## src/hw/tcf_pkg.sv

```systemverilog
// Package: register map, field positions and timing constants of the timer control block
package tcf_pkg;
   localparam logic [3:0] SFR_PAGE_TIMER   = 4'h0;
   localparam logic [7:0] ADDR_CONTROL     = 8'h91;
   localparam logic [7:0] ADDR_RELOAD_LOW  = 8'h92;
   localparam logic [7:0] ADDR_RELOAD_HIGH = 8'h93;
   localparam logic [7:0] ADDR_COUNT_LOW   = 8'h94;
   localparam logic [7:0] ADDR_COUNT_HIGH  = 8'h95;
   localparam logic [7:0] CONTROL_RESET    = 8'h00;
   localparam int BIT_HIGH_FLAG  = 7;
   localparam int BIT_LOW_FLAG   = 6;
   localparam int BIT_LOW_IRQ_EN = 5;
   localparam int BIT_CAPTURE_EN = 4;
   localparam int BIT_SPLIT      = 3;
   localparam int BIT_RUN        = 2;
   localparam logic [1:0] XCLK_DIV12  = 2'h0;
   localparam logic [1:0] XCLK_EXT8   = 2'h1;
   localparam logic [1:0] XCLK_RTC    = 2'h3;
   localparam logic [3:0] DIV12_LAST  = 4'hB;
   localparam logic [7:0] BYTE_MAX    = 8'hFF;

   typedef struct packed {
      logic       high_overflow_flag;
      logic       low_overflow_flag;
      logic       low_byte_irq_enable;
      logic       capture_enable;
      logic       split_mode_enable;
      logic       run_control;
      logic [1:0] aux_clock_select;
   } tcf_control_t;

   typedef struct packed {
      logic       wr;
      logic       rd;
      logic [3:0] page;
      logic [7:0] addr;
      logic [7:0] wdata;
   } tcf_sfr_req_t;
endpackage

```

## src/hw/tcf_timer.sv

```systemverilog
// Module: timer control register, overflow flags, reload/capture and interrupt request
`timescale 1ns/1ps
`default_nettype none
module tcf_timer
   import tcf_pkg::*;
(
   input  wire logic          i_sys_clk,
   input  wire logic          i_reset,
   input  wire tcf_sfr_req_t  i_sfr,
   output logic [7:0]         o_sfr_rdata,
   input  wire logic          i_timer_irq_enable,
   input  wire logic          i_high_system_clock_sel,
   input  wire logic          i_low_system_clock_sel,
   input  wire logic          i_ext_osc_div8,
   input  wire logic          i_rtc_clock,
   output logic               o_irq
);
   tcf_control_t ctl;
   logic [7:0]   count_low_byte;
   logic [7:0]   count_high_byte;
   logic [7:0]   reload_low_byte;
   logic [7:0]   reload_high_byte;
   logic [3:0]   div12;
   logic         tick12;
   logic         ext_rise;
   logic         rtc_rise;
   logic         aux_tick;
   logic         capture_trig;
   logic         tick_low;
   logic         tick_high;
   logic         run_low;
   logic         run_high;
   logic         low_wrap;
   logic         high_wrap;
   logic         capture_evt;
   logic         page_hit;
   logic         wr_ctl;

   ////////////////////////////////////////////////////////////////////////////
   // Clock sources
   tcf_sync u_ext_sync (
      .i_sys_clk (i_sys_clk),
      .i_reset   (i_reset),
      .i_async   (i_ext_osc_div8),
      .o_rise    (ext_rise)
   );

   tcf_sync u_rtc_sync (
      .i_sys_clk (i_sys_clk),
      .i_reset   (i_reset),
      .i_async   (i_rtc_clock),
      .o_rise    (rtc_rise)
   );

   always_ff @(posedge i_sys_clk or posedge i_reset) begin
      if (i_reset) begin
         div12 <= 4'h0;
      end else if (div12 == DIV12_LAST) begin
         div12 <= 4'h0;
      end else begin
         div12 <= div12 + 4'h1;
      end
   end
   assign tick12 = (div12 == DIV12_LAST);

   always_comb begin
      case (ctl.aux_clock_select)
         XCLK_DIV12: begin
            aux_tick     = tick12;
            capture_trig = rtc_rise;
         end
         XCLK_EXT8: begin
            aux_tick     = ext_rise;
            capture_trig = ext_rise;
         end
         XCLK_RTC: begin
            aux_tick     = rtc_rise;
            capture_trig = ext_rise;
         end
         default: begin
            aux_tick     = 1'b0;
            capture_trig = 1'b0;
         end
      endcase
   end

   assign tick_low  = i_low_system_clock_sel  ? 1'b1 : aux_tick;
   assign tick_high = i_high_system_clock_sel ? 1'b1 : aux_tick;

   ////////////////////////////////////////////////////////////////////////////
   // Counter datapath
   // run gating
   assign run_low  = ctl.split_mode_enable ? tick_low : (ctl.run_control && tick_low);
   assign run_high = ctl.split_mode_enable ? (ctl.run_control && tick_high) : 1'b0;

   assign low_wrap    = run_low && (count_low_byte == BYTE_MAX);
   assign high_wrap   = ctl.split_mode_enable ? (run_high && (count_high_byte == BYTE_MAX))
                                              : (low_wrap && (count_high_byte == BYTE_MAX));
   assign capture_evt = ctl.capture_enable && capture_trig;

   assign page_hit = (i_sfr.page == SFR_PAGE_TIMER);
   assign wr_ctl   = i_sfr.wr && page_hit && (i_sfr.addr == ADDR_CONTROL);

   always_ff @(posedge i_sys_clk or posedge i_reset) begin
      if (i_reset) begin
         count_low_byte <= 8'h00;
      end else if (i_sfr.wr && page_hit && i_sfr.addr == ADDR_COUNT_LOW) begin
         count_low_byte <= i_sfr.wdata;
      // unsplit low reload on full wrap only
      end else if (low_wrap && !ctl.capture_enable && (ctl.split_mode_enable || high_wrap)) begin
         count_low_byte <= reload_low_byte;
      end else if (run_low) begin
         count_low_byte <= count_low_byte + 8'h01;
      end
   end

   always_ff @(posedge i_sys_clk or posedge i_reset) begin
      if (i_reset) begin
         count_high_byte <= 8'h00;
      end else if (i_sfr.wr && page_hit && i_sfr.addr == ADDR_COUNT_HIGH) begin
         count_high_byte <= i_sfr.wdata;
      end else if (high_wrap && !ctl.capture_enable) begin
         count_high_byte <= reload_high_byte;
      end else if (ctl.split_mode_enable ? run_high : low_wrap) begin
         count_high_byte <= count_high_byte + 8'h01;
      end
   end

   always_ff @(posedge i_sys_clk or posedge i_reset) begin
      if (i_reset) begin
         reload_low_byte  <= 8'h00;
         reload_high_byte <= 8'h00;
      end else if (capture_evt) begin
         reload_low_byte  <= count_low_byte;
         reload_high_byte <= count_high_byte;
      end else begin
         if (i_sfr.wr && page_hit && i_sfr.addr == ADDR_RELOAD_LOW) begin
            reload_low_byte <= i_sfr.wdata;
         end
         if (i_sfr.wr && page_hit && i_sfr.addr == ADDR_RELOAD_HIGH) begin
            reload_high_byte <= i_sfr.wdata;
         end
      end
   end

   ////////////////////////////////////////////////////////////////////////////
   // Control register
   // decode and reset
   always_ff @(posedge i_sys_clk or posedge i_reset) begin
      if (i_reset) begin
         ctl <= tcf_control_t'(CONTROL_RESET);
      end else begin
         if (wr_ctl) begin
            ctl <= tcf_control_t'(i_sfr.wdata);
         end
         if (high_wrap || capture_evt) begin
            ctl.high_overflow_flag <= 1'b1;
         end
         if (low_wrap) begin
            ctl.low_overflow_flag <= 1'b1;
         end
      end
   end

   always_ff @(posedge i_sys_clk or posedge i_reset) begin
      if (i_reset) begin
         o_sfr_rdata <= 8'h00;
      end else if (i_sfr.rd && page_hit) begin
         case (i_sfr.addr)
            ADDR_CONTROL:     o_sfr_rdata <= ctl;
            ADDR_RELOAD_LOW:  o_sfr_rdata <= reload_low_byte;
            ADDR_RELOAD_HIGH: o_sfr_rdata <= reload_high_byte;
            ADDR_COUNT_LOW:   o_sfr_rdata <= count_low_byte;
            ADDR_COUNT_HIGH:  o_sfr_rdata <= count_high_byte;
            default:          o_sfr_rdata <= 8'h00;
         endcase
      end
   end

   assign o_irq = i_timer_irq_enable &&
                  (ctl.high_overflow_flag || (ctl.low_byte_irq_enable && ctl.low_overflow_flag));
endmodule
`default_nettype wire

```

## src/hw/tcf_sync.sv

```systemverilog
// Module: three-stage synchroniser with agreement filter and rising-edge pulse
`timescale 1ns/1ps
`default_nettype none
module tcf_sync
   import tcf_pkg::*;
(
   input  wire logic i_sys_clk,
   input  wire logic i_reset,
   input  wire logic i_async,
   output logic      o_rise
);
   logic s1;
   logic s2;
   logic s3;
   logic level;

   always_ff @(posedge i_sys_clk or posedge i_reset) begin
      if (i_reset) begin
         s1 <= 1'b0;
         s2 <= 1'b0;
         s3 <= 1'b0;
      end else begin
         s1 <= i_async;
         s2 <= s1;
         s3 <= s2;
      end
   end

   // Level changes only once two late stages agree
   always_ff @(posedge i_sys_clk or posedge i_reset) begin
      if (i_reset) begin
         level <= 1'b0;
      end else if (s2 == s3) begin
         level <= s3;
      end
   end

   assign o_rise = (s2 == s3) && s3 && !level;
endmodule
`default_nettype wire

```

## config.mk

```make
export PLATFORM = sky130hd
export DESIGN_NAME = tcf_timer
export DESIGN_NICKNAME = d
export VERILOG_FILES = /design/src/hw/tcf_pkg.sv /design/src/hw/tcf_timer.sv /design/src/hw/tcf_sync.sv
export SDC_FILE = /design/constraint.sdc
export NUM_CORES = 1
export LEC_CHECK = 0
export BUFFER_PORTS_ARGS = -buffer_cell sky130_fd_sc_hd__buf_2
export CAP_MARGIN = 20
export CORE_MARGIN = 2
export CORE_UTILIZATION = 48
export CTS_CLUSTER_DIAMETER = 200
export CTS_CLUSTER_SIZE = 25
export DETAILED_ROUTE_END_ITERATION = 12
export HOLD_SLACK_MARGIN = 0.12
export PLACE_DENSITY = 0.67
export SLEW_MARGIN = 15
export SYNTH_ARGS = -nofsm -noshare
export SYNTH_HDL_FRONTEND = slang
export SYNTH_SLANG_ARGS = --single-unit
```

## constraint.sdc

```tcl
create_clock -name i_sys_clk -period 2.7 [get_ports i_sys_clk]
set_input_delay 0.135 -clock i_sys_clk [delete_from_list [all_inputs] [get_ports i_sys_clk]]
set_output_delay 0.135 -clock i_sys_clk [all_outputs]
set_load 0.01 [all_outputs]
```

==> out/results.tsv, run 1 <==
metric	value	unit
outcome	complete, no violations	
cts.sinks	60	
leakagePower	1.611	nW
coreArea	0.006832	mm2
yosysMostFrequentCell	dfrtp_1	
grt_max_degree	61	
clock.fmax	0.4406	GHz
timing_worst_setup_path_type	flop to flop	
grt_pass1_vias	2871	
yosysTopAreaCellShare	0.4425	
area_delta_synth_final	17.44	%
avgSynthCellArea	9.807	um2
finalMaxSlewViolations	0	
synth-edff-count	0	
hp-class	input port to flop	
synth_common_cells	60 x dfrtp_1, 43 x nor2_1, 27 x nand2_1, 25 x a21oi_1, 20 x mux2i_1	
place_congestion	0.9467	
worstSetupStartpointType	flop	
setup_viol	0	
die_h	88.08	um
slew_headroom	0.4884	
synth_area	0.003393	mm2
cp-end-kind	flop	
p_comb_frac	0.098	
finalClockSkew	9.047	ps
p_switching	0.5070	mW
clockPowerShare	0.410	
fin_crit	2270	ps
grt-ovfl-total	0	
synth_ff_type	dfrtp_1	
synth_cells	346	
drc	0	
required	2930	ps
fin_hold_ws	161.1	ps
post_dp_cell_area	0.003682	mm2
grt_usage	0.2557	
post-place-ws	500.5	ps
num_vias	3030	
fin_crit_sh	0.8406	
crit_fanout	6	
p_int	1.514	mW
tns	0	ps
dp_hpwl	6481	um
drt_pass1_iterations	5	
power	2.021	mW
drt_first_iter_violations	265	
grt_pass1_wl	14810	um
rows	30	
clk_pin_slew	70	ps
totalWireLength	9296	um
clockBufferDepth	2	
rsz0062_at_grt	no	
synth_nets	380	
synth_area_leaders	dfrtp_1 44%, mux2i_1 5.9%, nor2_1 4.8%, mux2_2 4.0%, a21oi_1 3.7%	
antenna_found_initial	0	
synth_seq_area_share	0.4425	
antenna_cells	0	
hold_viol_final	0	
utilization	0.5833	
cts_resized	0	
post_cts_buffers	0	
via_per_inst	6.121	
ys.warnings.count	0	
drive_above_1_share	0.2231	
initial_utilization	0.4967	
p_sw_frac	0.2509	
htree_levels	3	
io_buffers	37	
die_area	0.007758	mm2
root_buffer	clkbuf_8	
seqPwrFrac	0.492	
setup_slack	430.5	ps
crit_arrival	2500	ps
io_pins	38	
cts_made_buffers	9	
nets	428	
maxCapViolCount	0	
dp_cells	469	
worst-slew-pin-transition	767.3	ps
ir_worst_vdd	272.0	uV
antenna_left	0	
final_cell_count_no_fill	495	
synth_seq_cells	60	
pwr_density_cell	507.1	mW/mm2
wl_per_cell	18.78	um
yosys.area.top_type	dfrtp_1	
ys_types	61	
synth-async-reset-ratio	1.000	
cts_tree	done	
clk_latency	350	ps
die_w	88.08	um
finish.instance_area	0.003985	mm2
## cells by family after synthesis
logic type	share of synthesized area
xor gates and xnor gates	0.01033
AOI/OAI and AO/OA	0.1988
buffers and inverters	0.03245
muxes	0.09882
and+or+nand+nor	0.1987
DFF	0.4425
adders and majority gates	0.01844
## final cells by class
class | instances | area (um2)
tap | 96 | 120.1
clock buffer | 12 | 155.1
inverter | 6 | 22.52
sequential | 60 | 1501
clock inverter | 4 | 47.55
fill | 627 | 2846
multi-input combinational | 261 | 1785
timing repair buffer | 56 | 352.8
## worst max-delay path: stages (launching register included)
cell,delay (ps)
dfrtp_1,450
ha_1,280
nand4_1,280
nor3_2,530
mux2_2,390
o21ai_0,140
o21ai_0,90
## final timing paths
path | slack (ps) | depth (start not counted) | start | end
setup / recovery | 430 | 6 | count_high_byte[1]$_DFFE_PP0P_ | count_high_byte[1]$_DFFE_PP0P_
hold / removal | 160 | 2 | i_sfr[5] | ctl[5]$_DFFE_PP0P_
setup reg to reg | 430 | 6 | count_high_byte[1]$_DFFE_PP0P_ | count_high_byte[1]$_DFFE_PP0P_
hold reg to reg | 360 | 0 | u_ext_sync.s1$_DFF_PP0_ | u_ext_sync.s2$_DFF_PP0_
max in group asynchronous | 1640 | 4 | i_reset | ctl[5]$_DFFE_PP0P_
min in group asynchronous | 560 | 4 | i_reset | count_high_byte[4]$_DFFE_PP0P_
## state kept, by name, indices dropped and copies added, names as in the netlist
name	count
count_high_byte	8
count_low_byte	8
ctl	8
div12	4
o_sfr_rdata	8
reload_high_byte	8
reload_low_byte	8
u_ext_sync.level	1
u_ext_sync.s1	1
u_ext_sync.s2	1
u_ext_sync.s3	1
u_rtc_sync.level	1
u_rtc_sync.s1	1
u_rtc_sync.s2	1
u_rtc_sync.s3	1
## power groups by stage
stage,registers (mW),clock network [mW],logic (mW)
4_1_cts,0.992,0.845,0.201
2_1_floorplan,1.01,0,0.0983
6_report,0.994,0.828,0.199
3_3_place_gp,1.00,0,0.188
3_5_place_dp,1.01,0,0.190
5_1_grt,0.998,0.885,0.222
## routing by layer
| metal | vias to the layer above | global-route usage | share of wire |
|---|---|---|---|
| met5 | - | 0 | 0 |
| met4 | 0 | 0.1198 | 0.027 |
| met3 | 26 | 0.05090 | 0.067 |
| met2 | 149 | 0.4098 | 0.47 |
| met1 | 1450 | 0.3347 | 0.43 |
| li1 | 1405 | - | - |
## what timing repair did
item / in CTS / in global routing
setup endpoints to repair: 0 / 0
hold buffers: 9 / 1
hold endpoints to repair: 76 / 1
## cells in the final DEF (no fill, tap or decap), types with 3 or more instances in the layout
| cell type | Yosys | routed |
|---|---|---|
| dfrtp_1 | 60 | 60 |
| nor2_1 | 43 | 43 |
| buf_2 | 3 | 37 |
| nand2_1 | 27 | 27 |
| a21oi_1 | 25 | 25 |
| mux2i_1 | 20 | 20 |
| a31oi_1 | 13 | 13 |
| mux2_2 | 12 | 12 |
| o21ai_0 | 11 | 11 |
| clkbuf_8 | 0 | 11 |
| dlygate4sd3_1 | 0 | 10 |
| nand3_1 | 9 | 9 |
| buf_4 | 1 | 9 |
| a22oi_1 | 8 | 8 |
| a222oi_1 | 8 | 8 |
| inv_1 | 6 | 5 |
| o31ai_1 | 5 | 5 |
| nor3_1 | 5 | 5 |
| ha_1 | 5 | 5 |
| nor4_1 | 4 | 4 |
| nand4_1 | 4 | 4 |
| a211o_1 | 4 | 4 |
| and2_1 | 4 | 4 |
| nor3_2 | 3 | 3 |
| xnor2_1 | 3 | 3 |
No activity file was read; power rests on OpenSTA's default activity.
==> inputs of run 2 (changes only) <==
--- a/config.mk
+++ b/config.mk
@@ -5,6 +5,7 @@
 export SDC_FILE = /design/constraint.sdc
 export NUM_CORES = 1
 export LEC_CHECK = 0
+export ABC_AREA = 1
 export BUFFER_PORTS_ARGS = -buffer_cell sky130_fd_sc_hd__buf_2
 export CAP_MARGIN = 20
 export CORE_MARGIN = 2
@@ -13,7 +14,7 @@
 export CTS_CLUSTER_SIZE = 25
 export DETAILED_ROUTE_END_ITERATION = 12
 export HOLD_SLACK_MARGIN = 0.12
-export PLACE_DENSITY = 0.67
+export PLACE_DENSITY = 0.7
 export SLEW_MARGIN = 15
 export SYNTH_ARGS = -nofsm -noshare
 export SYNTH_HDL_FRONTEND = slang
==> constraint.sdc (replaced) <==
create_clock -name i_sys_clk -period 2.05 [get_ports i_sys_clk]
set_input_delay 0.1025 -clock i_sys_clk [delete_from_list [all_inputs] [get_ports i_sys_clk]]
set_output_delay 0.1025 -clock i_sys_clk [all_outputs]
set_load 0.01 [all_outputs]
==> run 2 against run 1 <==
Net effect:
- utilization rose by 1.2 points
- non-clock buffer count rose by 9
- register-to-register slack worse by 330 ps
- worst setup slack lost 330 ps
- combinational power rose to 3.4 times the previous value
- highest routed layer unchanged
- die area grew 3.8%
- critical endpoint is now count_high_byte[4]$_DFFE_PP0P_
- hold slack better by 62 ps
- clock power up 32%
- critical path type unchanged
==> out/results.tsv, run 2 <==
metric	value	unit
outcome	complete, no violations	
die_area	0.008052	mm2
yosys.area.top_type	dfrtp_1	
grt_pass1_wl	16790	um
initial_utilization	0.4917	
synth-edff-count	0	
io_pins	38	
r2r_cells	9	
ir_worst_vdd	607.8	uV
critPathBufInv	1	
synth_nets	512	
final_cell_count_no_fill	652	
hold_start	i_sfr[20]	
met1_length	4552	um
p_int	2.195	mW
nets	582	
synth_area	0.003528	mm2
p_comb_frac	0.209	
route.met2.wl	4896	um
timing_worst_setup_path_type	flop to flop	
cts_tree	done	
finalMaxSlewViolations	0	
clk_pin_slew	70	ps
drt_first_iter_violations	264	
power	3.226	mW
grt_max_degree	26	
crit_chain	ha_1 > nand2_1 > inv_2 > nand3_2 > nor2_2 > nand4_1 > a21oi_2 > nand3_1 > nand2_1	
ys_types	36	
rr_endpoint	count_high_byte[4]$_DFFE_PP0P_	
totalWireLength	10460	um
crit_path_top_delay_cell	dfrtp_1	
coreArea	0.007176	mm2
hold_depth	3	
cpLargestDelayFamily	simple AND/OR/NAND/NOR gates	
p_sw_frac	0.3197	
slowest_delay	440	ps
drt_pass1_iterations	5	
synth_common_cells	143 x nand2_1, 88 x inv_1, 60 x dfrtp_1, 31 x nand3_1, 27 x nor2_1	
antenna_found_initial	0	
cts.sinks	60	
worstSetupStartpointType	flop	
synth_ff_type	dfrtp_1	
final_cell_mix	141 x nand2_1, 87 x inv_1, 60 x dfrtp_1	
crit_fanout	8	
clockBufferDepth	2	
slew_headroom	0.6002	
required	2330	ps
hold_viol_final	0	
dp_hpwl	7833	um
wl_met3	794	um
grt-ovfl-total	0	
antenna_cells	0	
drc	0	
worst-slew-pin-transition	597.4	ps
synth_seq_cells	60	
place_congestion	0.9417	
cpMostUsedCell	nand2_1	
seqPwrFrac	0.454	
top_layer	met4	
clock.fmax	0.5117	GHz
clockPowerShare	0.337	
grt_pass1_vias	3304	
tns	0	ps
dp_cells	625	
fin_crit_sh	0.9533	
num_vias	3451	
post-place-ws	90.84	ps
area_delta_synth_final	20.99	%
drive_above_1_share	0.1808	
holdPathEnd	o_sfr_rdata[6]$_DFFE_PP0P_	
utilization	0.5949	
maxCapViolCount	0	
yosysTopAreaCellShare	0.4255	
avgSynthCellArea	7.382	um2
synth_cells	478	
hp-class	input port to flop	
grt_usage	0.2661	
synth-async-reset-ratio	1.000	
io_buffers	37	
rsz0062_at_grt	yes	
crit_arrival	2240	ps
cp-end-kind	flop	
reg2reg_from	count_low_byte[1]$_DFFE_PP0P_	
via_per_inst	5.293	
final_common_cell	nand2_1	
die_w	89.74	um
p_switching	1.031	mW
leakagePower	2.121	nW
synth_area_leaders	dfrtp_1 43%, nand2_1 15%, inv_1 9.4%, nand3_1 4.4%, o211ai_1 3.2%	
clk_latency	340	ps
die_h	89.74	um
cts_made_buffers	9	
pwr_density_cell	755.7	mW/mm2
setup_slack	95.74	ps
r2r_setup_slack	100	ps
finalClockSkew	5.024	ps
root_buffer	clkbuf_8	
rows	31	
fin_crit	1954	ps
htree_levels	3	
synth_seq_area_share	0.4255	
ys.warnings.count	0	
antenna_left	0	
wl_per_cell	16.04	um
setup_viol	0	
yosysMostFrequentCell	nand2_1	
-- run 2: changes by cell type after synthesis, sizes merged, moves of 17 or more --
cell / before / now
o22ai: 0 / 17
nand2: 28 / 144
nand3: 9 / 33
a21oi: 25 / 5
mux2i: 20 / 0
inv: 6 / 94
-- run 2: routing by layer --
metal  vias to the layer above  track usage
met5                         -            0
met4                         0      0.07821
met3                        19      0.04862
met2                       152       0.4400
met1                      1602       0.3598
li1                       1678            -
-- run 2: kinds of logic after synthesis --
kind of cell,Yosys count,synth area share
DFF,60,0.4255
muxes,2,0.006383
and+or+nand+nor,234,0.2954
xor gates and xnor gates,10,0.02482
buffers and inverters,101,0.1106
AOI/OAI and AO/OA,66,0.1195
adders and majority gates,5,0.01773
-- run 2: power by group through the flow --
stage	Sequential, mW	Combinational, mW	Clock [mW]
final	1.46	0.675	1.09
after global placement	1.47	0.627	0
after global routing	1.47	0.756	1.16
after floorplan	1.47	0.398	0
after CTS	1.46	0.669	1.11
after detailed placement	1.48	0.650	0
-- run 2: through the flow --
step           area (um2)  hold slack (ps)
2_1_floorplan        3528            133.9
3_3_place_gp         3931            174.8
3_5_place_dp         3931            185.5
4_1_cts              4243            218.5
5_1_grt              4269            274.3
6_report             4269            223.3
-- run 2: how the worst max path moves through the flow --
stage                                          end  cells after the start                           from
detailed placement  count_high_byte[4]$_DFFE_PP0P_                     12             div12[0]$_DFF_PP0_
global placement    count_high_byte[4]$_DFFE_PP0P_                     12  count_low_byte[0]$_DFFE_PP0P_
finish              count_high_byte[4]$_DFFE_PP0P_                      9  count_low_byte[1]$_DFFE_PP0P_
global route        count_high_byte[0]$_DFFE_PP0P_                     12             div12[0]$_DFF_PP0_
CTS                 count_high_byte[4]$_DFFE_PP0P_                     12             div12[0]$_DFF_PP0_
floorplan           count_high_byte[4]$_DFFE_PP0P_                     12  count_low_byte[0]$_DFFE_PP0P_
-- run 2: what timing repair did --
action / CTS / global route
hold endpoints to repair: 35 / 0
buffers inserted: 0 / 0
resized for setup: 0 / 8
setup endpoints to repair: 0 / 16
hold buffers: 11 / 0
-- run 2: area by class of cell --
class                      instances  area, um2
fill                             706       2907
multi-input combinational        317       1659
sequential                        60       1501
timing repair buffer              65      426.7
inverter                          95      356.6
clock buffer                      10      137.6
tap                               99      123.9
clock inverter                     6      63.81
-- run 2: worst register-to-register path, delay by kind of cell, from the launching register on --
kind / cells / cell delay (ps)
DFF: 1 / 440
AOI/OAI and AO/OA: 1 / 430
and+or+nand+nor: 6 / 730
buffers and inverters: 1 / 80
adders and majority gates: 1 / 210
==> inputs of run 3 (changes only) <==
--- a/config.mk
+++ b/config.mk
@@ -15,6 +15,7 @@
 export DETAILED_ROUTE_END_ITERATION = 12
 export HOLD_SLACK_MARGIN = 0.12
 export PLACE_DENSITY = 0.7
+export SETUP_SLACK_MARGIN = 0.2
 export SLEW_MARGIN = 15
 export SYNTH_ARGS = -nofsm -noshare
 export SYNTH_HDL_FRONTEND = slang
==> run 3 against run 2 <==
Net effect:
- register-to-register slack improved by 110 ps
- clock power barely moved
- clock skew barely moved
- count of clock-buffer cells in the layout did not move
- critical path depth rose by 3
- total power rose by 1.9%
- via count rose by 5.0%
- global-route usage rose by 0.18 points
- flip-flop and latch count did not move
- combinational power rose by 9.9%
- utilization rose by 3.0 points
- critical path type unchanged
- highest routed layer unchanged
==> out/results.tsv, run 3 (synthesis results as in run 2) <==
metric	value	unit
outcome	complete, no violations	
dp_hpwl	7833	um
power	3.289	mW
pwr_density_cell	733.9	mW/mm2
crit_chain	ha_1 > nand2_1 > inv_2 > nand3_2 > nor2_4 > nand4_1 > nand2_2 > buf_6 > nand3_4 > nand2_1 > nand3_1 > nand2_1	
io_buffers	37	
crit_fanout	8	
r2r_setup_slack	210	ps
fin_crit	1841	ps
finalMaxSlewViolations	0	
worstSetupStartpointType	flop	
post-place-ws	90.84	ps
root_buffer	clkbuf_8	
antenna_left	0	
coreArea	0.007176	mm2
n_fill_cell	685	
hp-class	input port to flop	
grt_usage	0.2679	
cpMostUsedCell	nand2_1	
leakagePower	2.196	nW
finalClockSkew	4.671	ps
reg2reg_from	count_low_byte[0]$_DFFE_PP0P_	
tns	0	ps
grt_max_degree	26	
fin_crit_sh	0.8982	
timing_worst_setup_path_type	flop to flop	
via_per_inst	5.447	
maxCapViolCount	0	
htree_levels	3	
die_area	0.008052	mm2
rsz0062_at_grt	yes	
startpoint	count_low_byte[0]$_DFFE_PP0P_	
wl_met3	819	um
hold_viol_final	0	
grt-ovfl-total	0	
drc	0	
top_layer	met4	
hold_depth	3	
antenna_cells	0	
route.met2.wl	5164	um
clk_latency	350	ps
rows	31	
ir_worst_vdd	607.7	uV
place_congestion	0.9417	
post_dp_cell_area	0.003931	mm2
initial_utilization	0.4917	
cts_made_buffers	9	
clk_pin_slew	70	ps
crit_arrival	2130	ps
die_w	89.74	um
cp-end-kind	flop	
antenna_found_initial	0	
grt_pass1_vias	3340	
cts_tree	done	
grt_pass1_wl	16930	um
clock.fmax	0.5431	GHz
drt_first_iter_violations	317	
finish.instance_area	0.004482	mm2
num_vias	3622	
wl_per_cell	16.34	um
area_delta_synth_final	27.02	%
setup_slack	208.7	ps
required	2340	ps
io_pins	38	
totalWireLength	10870	um
clockBufferDepth	2	
drive_above_1_share	0.2350	
nets	595	
final_common_cell	nand2_1	
met1_length	4694	um
die_h	89.74	um
final_cell_mix	133 x nand2_1, 83 x inv_1, 60 x dfrtp_1	
r2r_cells	12	
crit_path_top_delay_cell	dfrtp_1	
cts.sinks	60	
slew_headroom	0.6277	
setup_viol	0	
worst-slew-pin-transition	557.7	ps
cp-endpoint	count_high_byte[0]$_DFFE_PP0P_	
drt_pass1_iterations	6	
slowest_delay	370	ps
rr_endpoint	count_high_byte[0]$_DFFE_PP0P_	
-- run 3: cell types whose count changed in the layout (fill, tap and decap cells not counted), sizes merged --
cell and delta:
clkinv -1, inv +1, buf +12, nor2 +1
-- run 3: metal layers --
metal / vias to the layer above / global-route usage
met5: - / 0
met4: 0 / 0.07821
met3: 15 / 0.04862
met2: 169 / 0.4407
met1: 1734 / 0.3647
li1: 1704 / -
-- run 3: timing repair --
item | in CTS | in global routing
cloned | 0 | 2
hold endpoints to repair | 35 | 0
endpoints found under the setup margin | 16 | 25
hold buffers | 11 | 0
setup buffers | 4 | 7
pin swaps | 1 | 22
resized for setup | 10 | 32
-- run 3: layout make-up --
class / count / area (um2) / area share
Inverter: 95 / 359.1 / 0.08012
Multi-Input combinational cell: 318 / 1770 / 0.3950
Tap cell: 99 / 123.9 / 0.02764
Sequential cell: 60 / 1501 / 0.3350
Timing Repair Buffer: 77 / 525.5 / 0.1173
Clock buffer: 10 / 137.6 / 0.03071
Clock inverter: 6 / 63.81 / 0.01424
-- run 3: critical path, delay by kind of cell, from the launching register on --
kind	cells	cell delay, ps
adders and majority gates	1	180
and+or+nand+nor	9	1020
DFF	1	370
buffers and inverters	2	220
-- run 3: where the power goes --
| group | internal (mW) | total [mW] | switching [mW] | leakage (nW) |
|---|---|---|---|---|
| clock | 0.591 | 1.10 | 0.509 | 0.0983 |
| combinational | 0.285 | 0.742 | 0.458 | 1.35 |
| sequential | 1.35 | 1.45 | 0.0987 | 0.752 |
-- run 3: per-stage QoR --
step	hold slack, ps	util	instances
floorplan	133.9	-	478
global placement	174.8	0.5479	625
detailed placement	185.5	0.5479	625
CTS	218.5	0.6007	656
global route	269.1	0.6246	665
finish	209.5	0.6246	665
-- run 3: how the worst min path moves through the flow --
| stage | end | from | slack (ps) |
|---|---|---|---|
| after floorplan | u_ext_sync.s1$_DFF_PP0_ | i_ext_osc_div8 | 130 |
| after global placement | count_low_byte[3]$_DFFE_PP0P_ | i_reset | 170 |
| after detailed placement | count_low_byte[3]$_DFFE_PP0P_ | i_reset | 190 |
| after CTS | o_sfr_rdata[6]$_DFFE_PP0P_ | i_sfr[20] | 220 |
| after global routing | o_sfr_rdata[3]$_DFFE_PP0P_ | i_sfr[20] | 270 |
| final | o_sfr_rdata[6]$_DFFE_PP0P_ | i_sfr[20] | 210 |
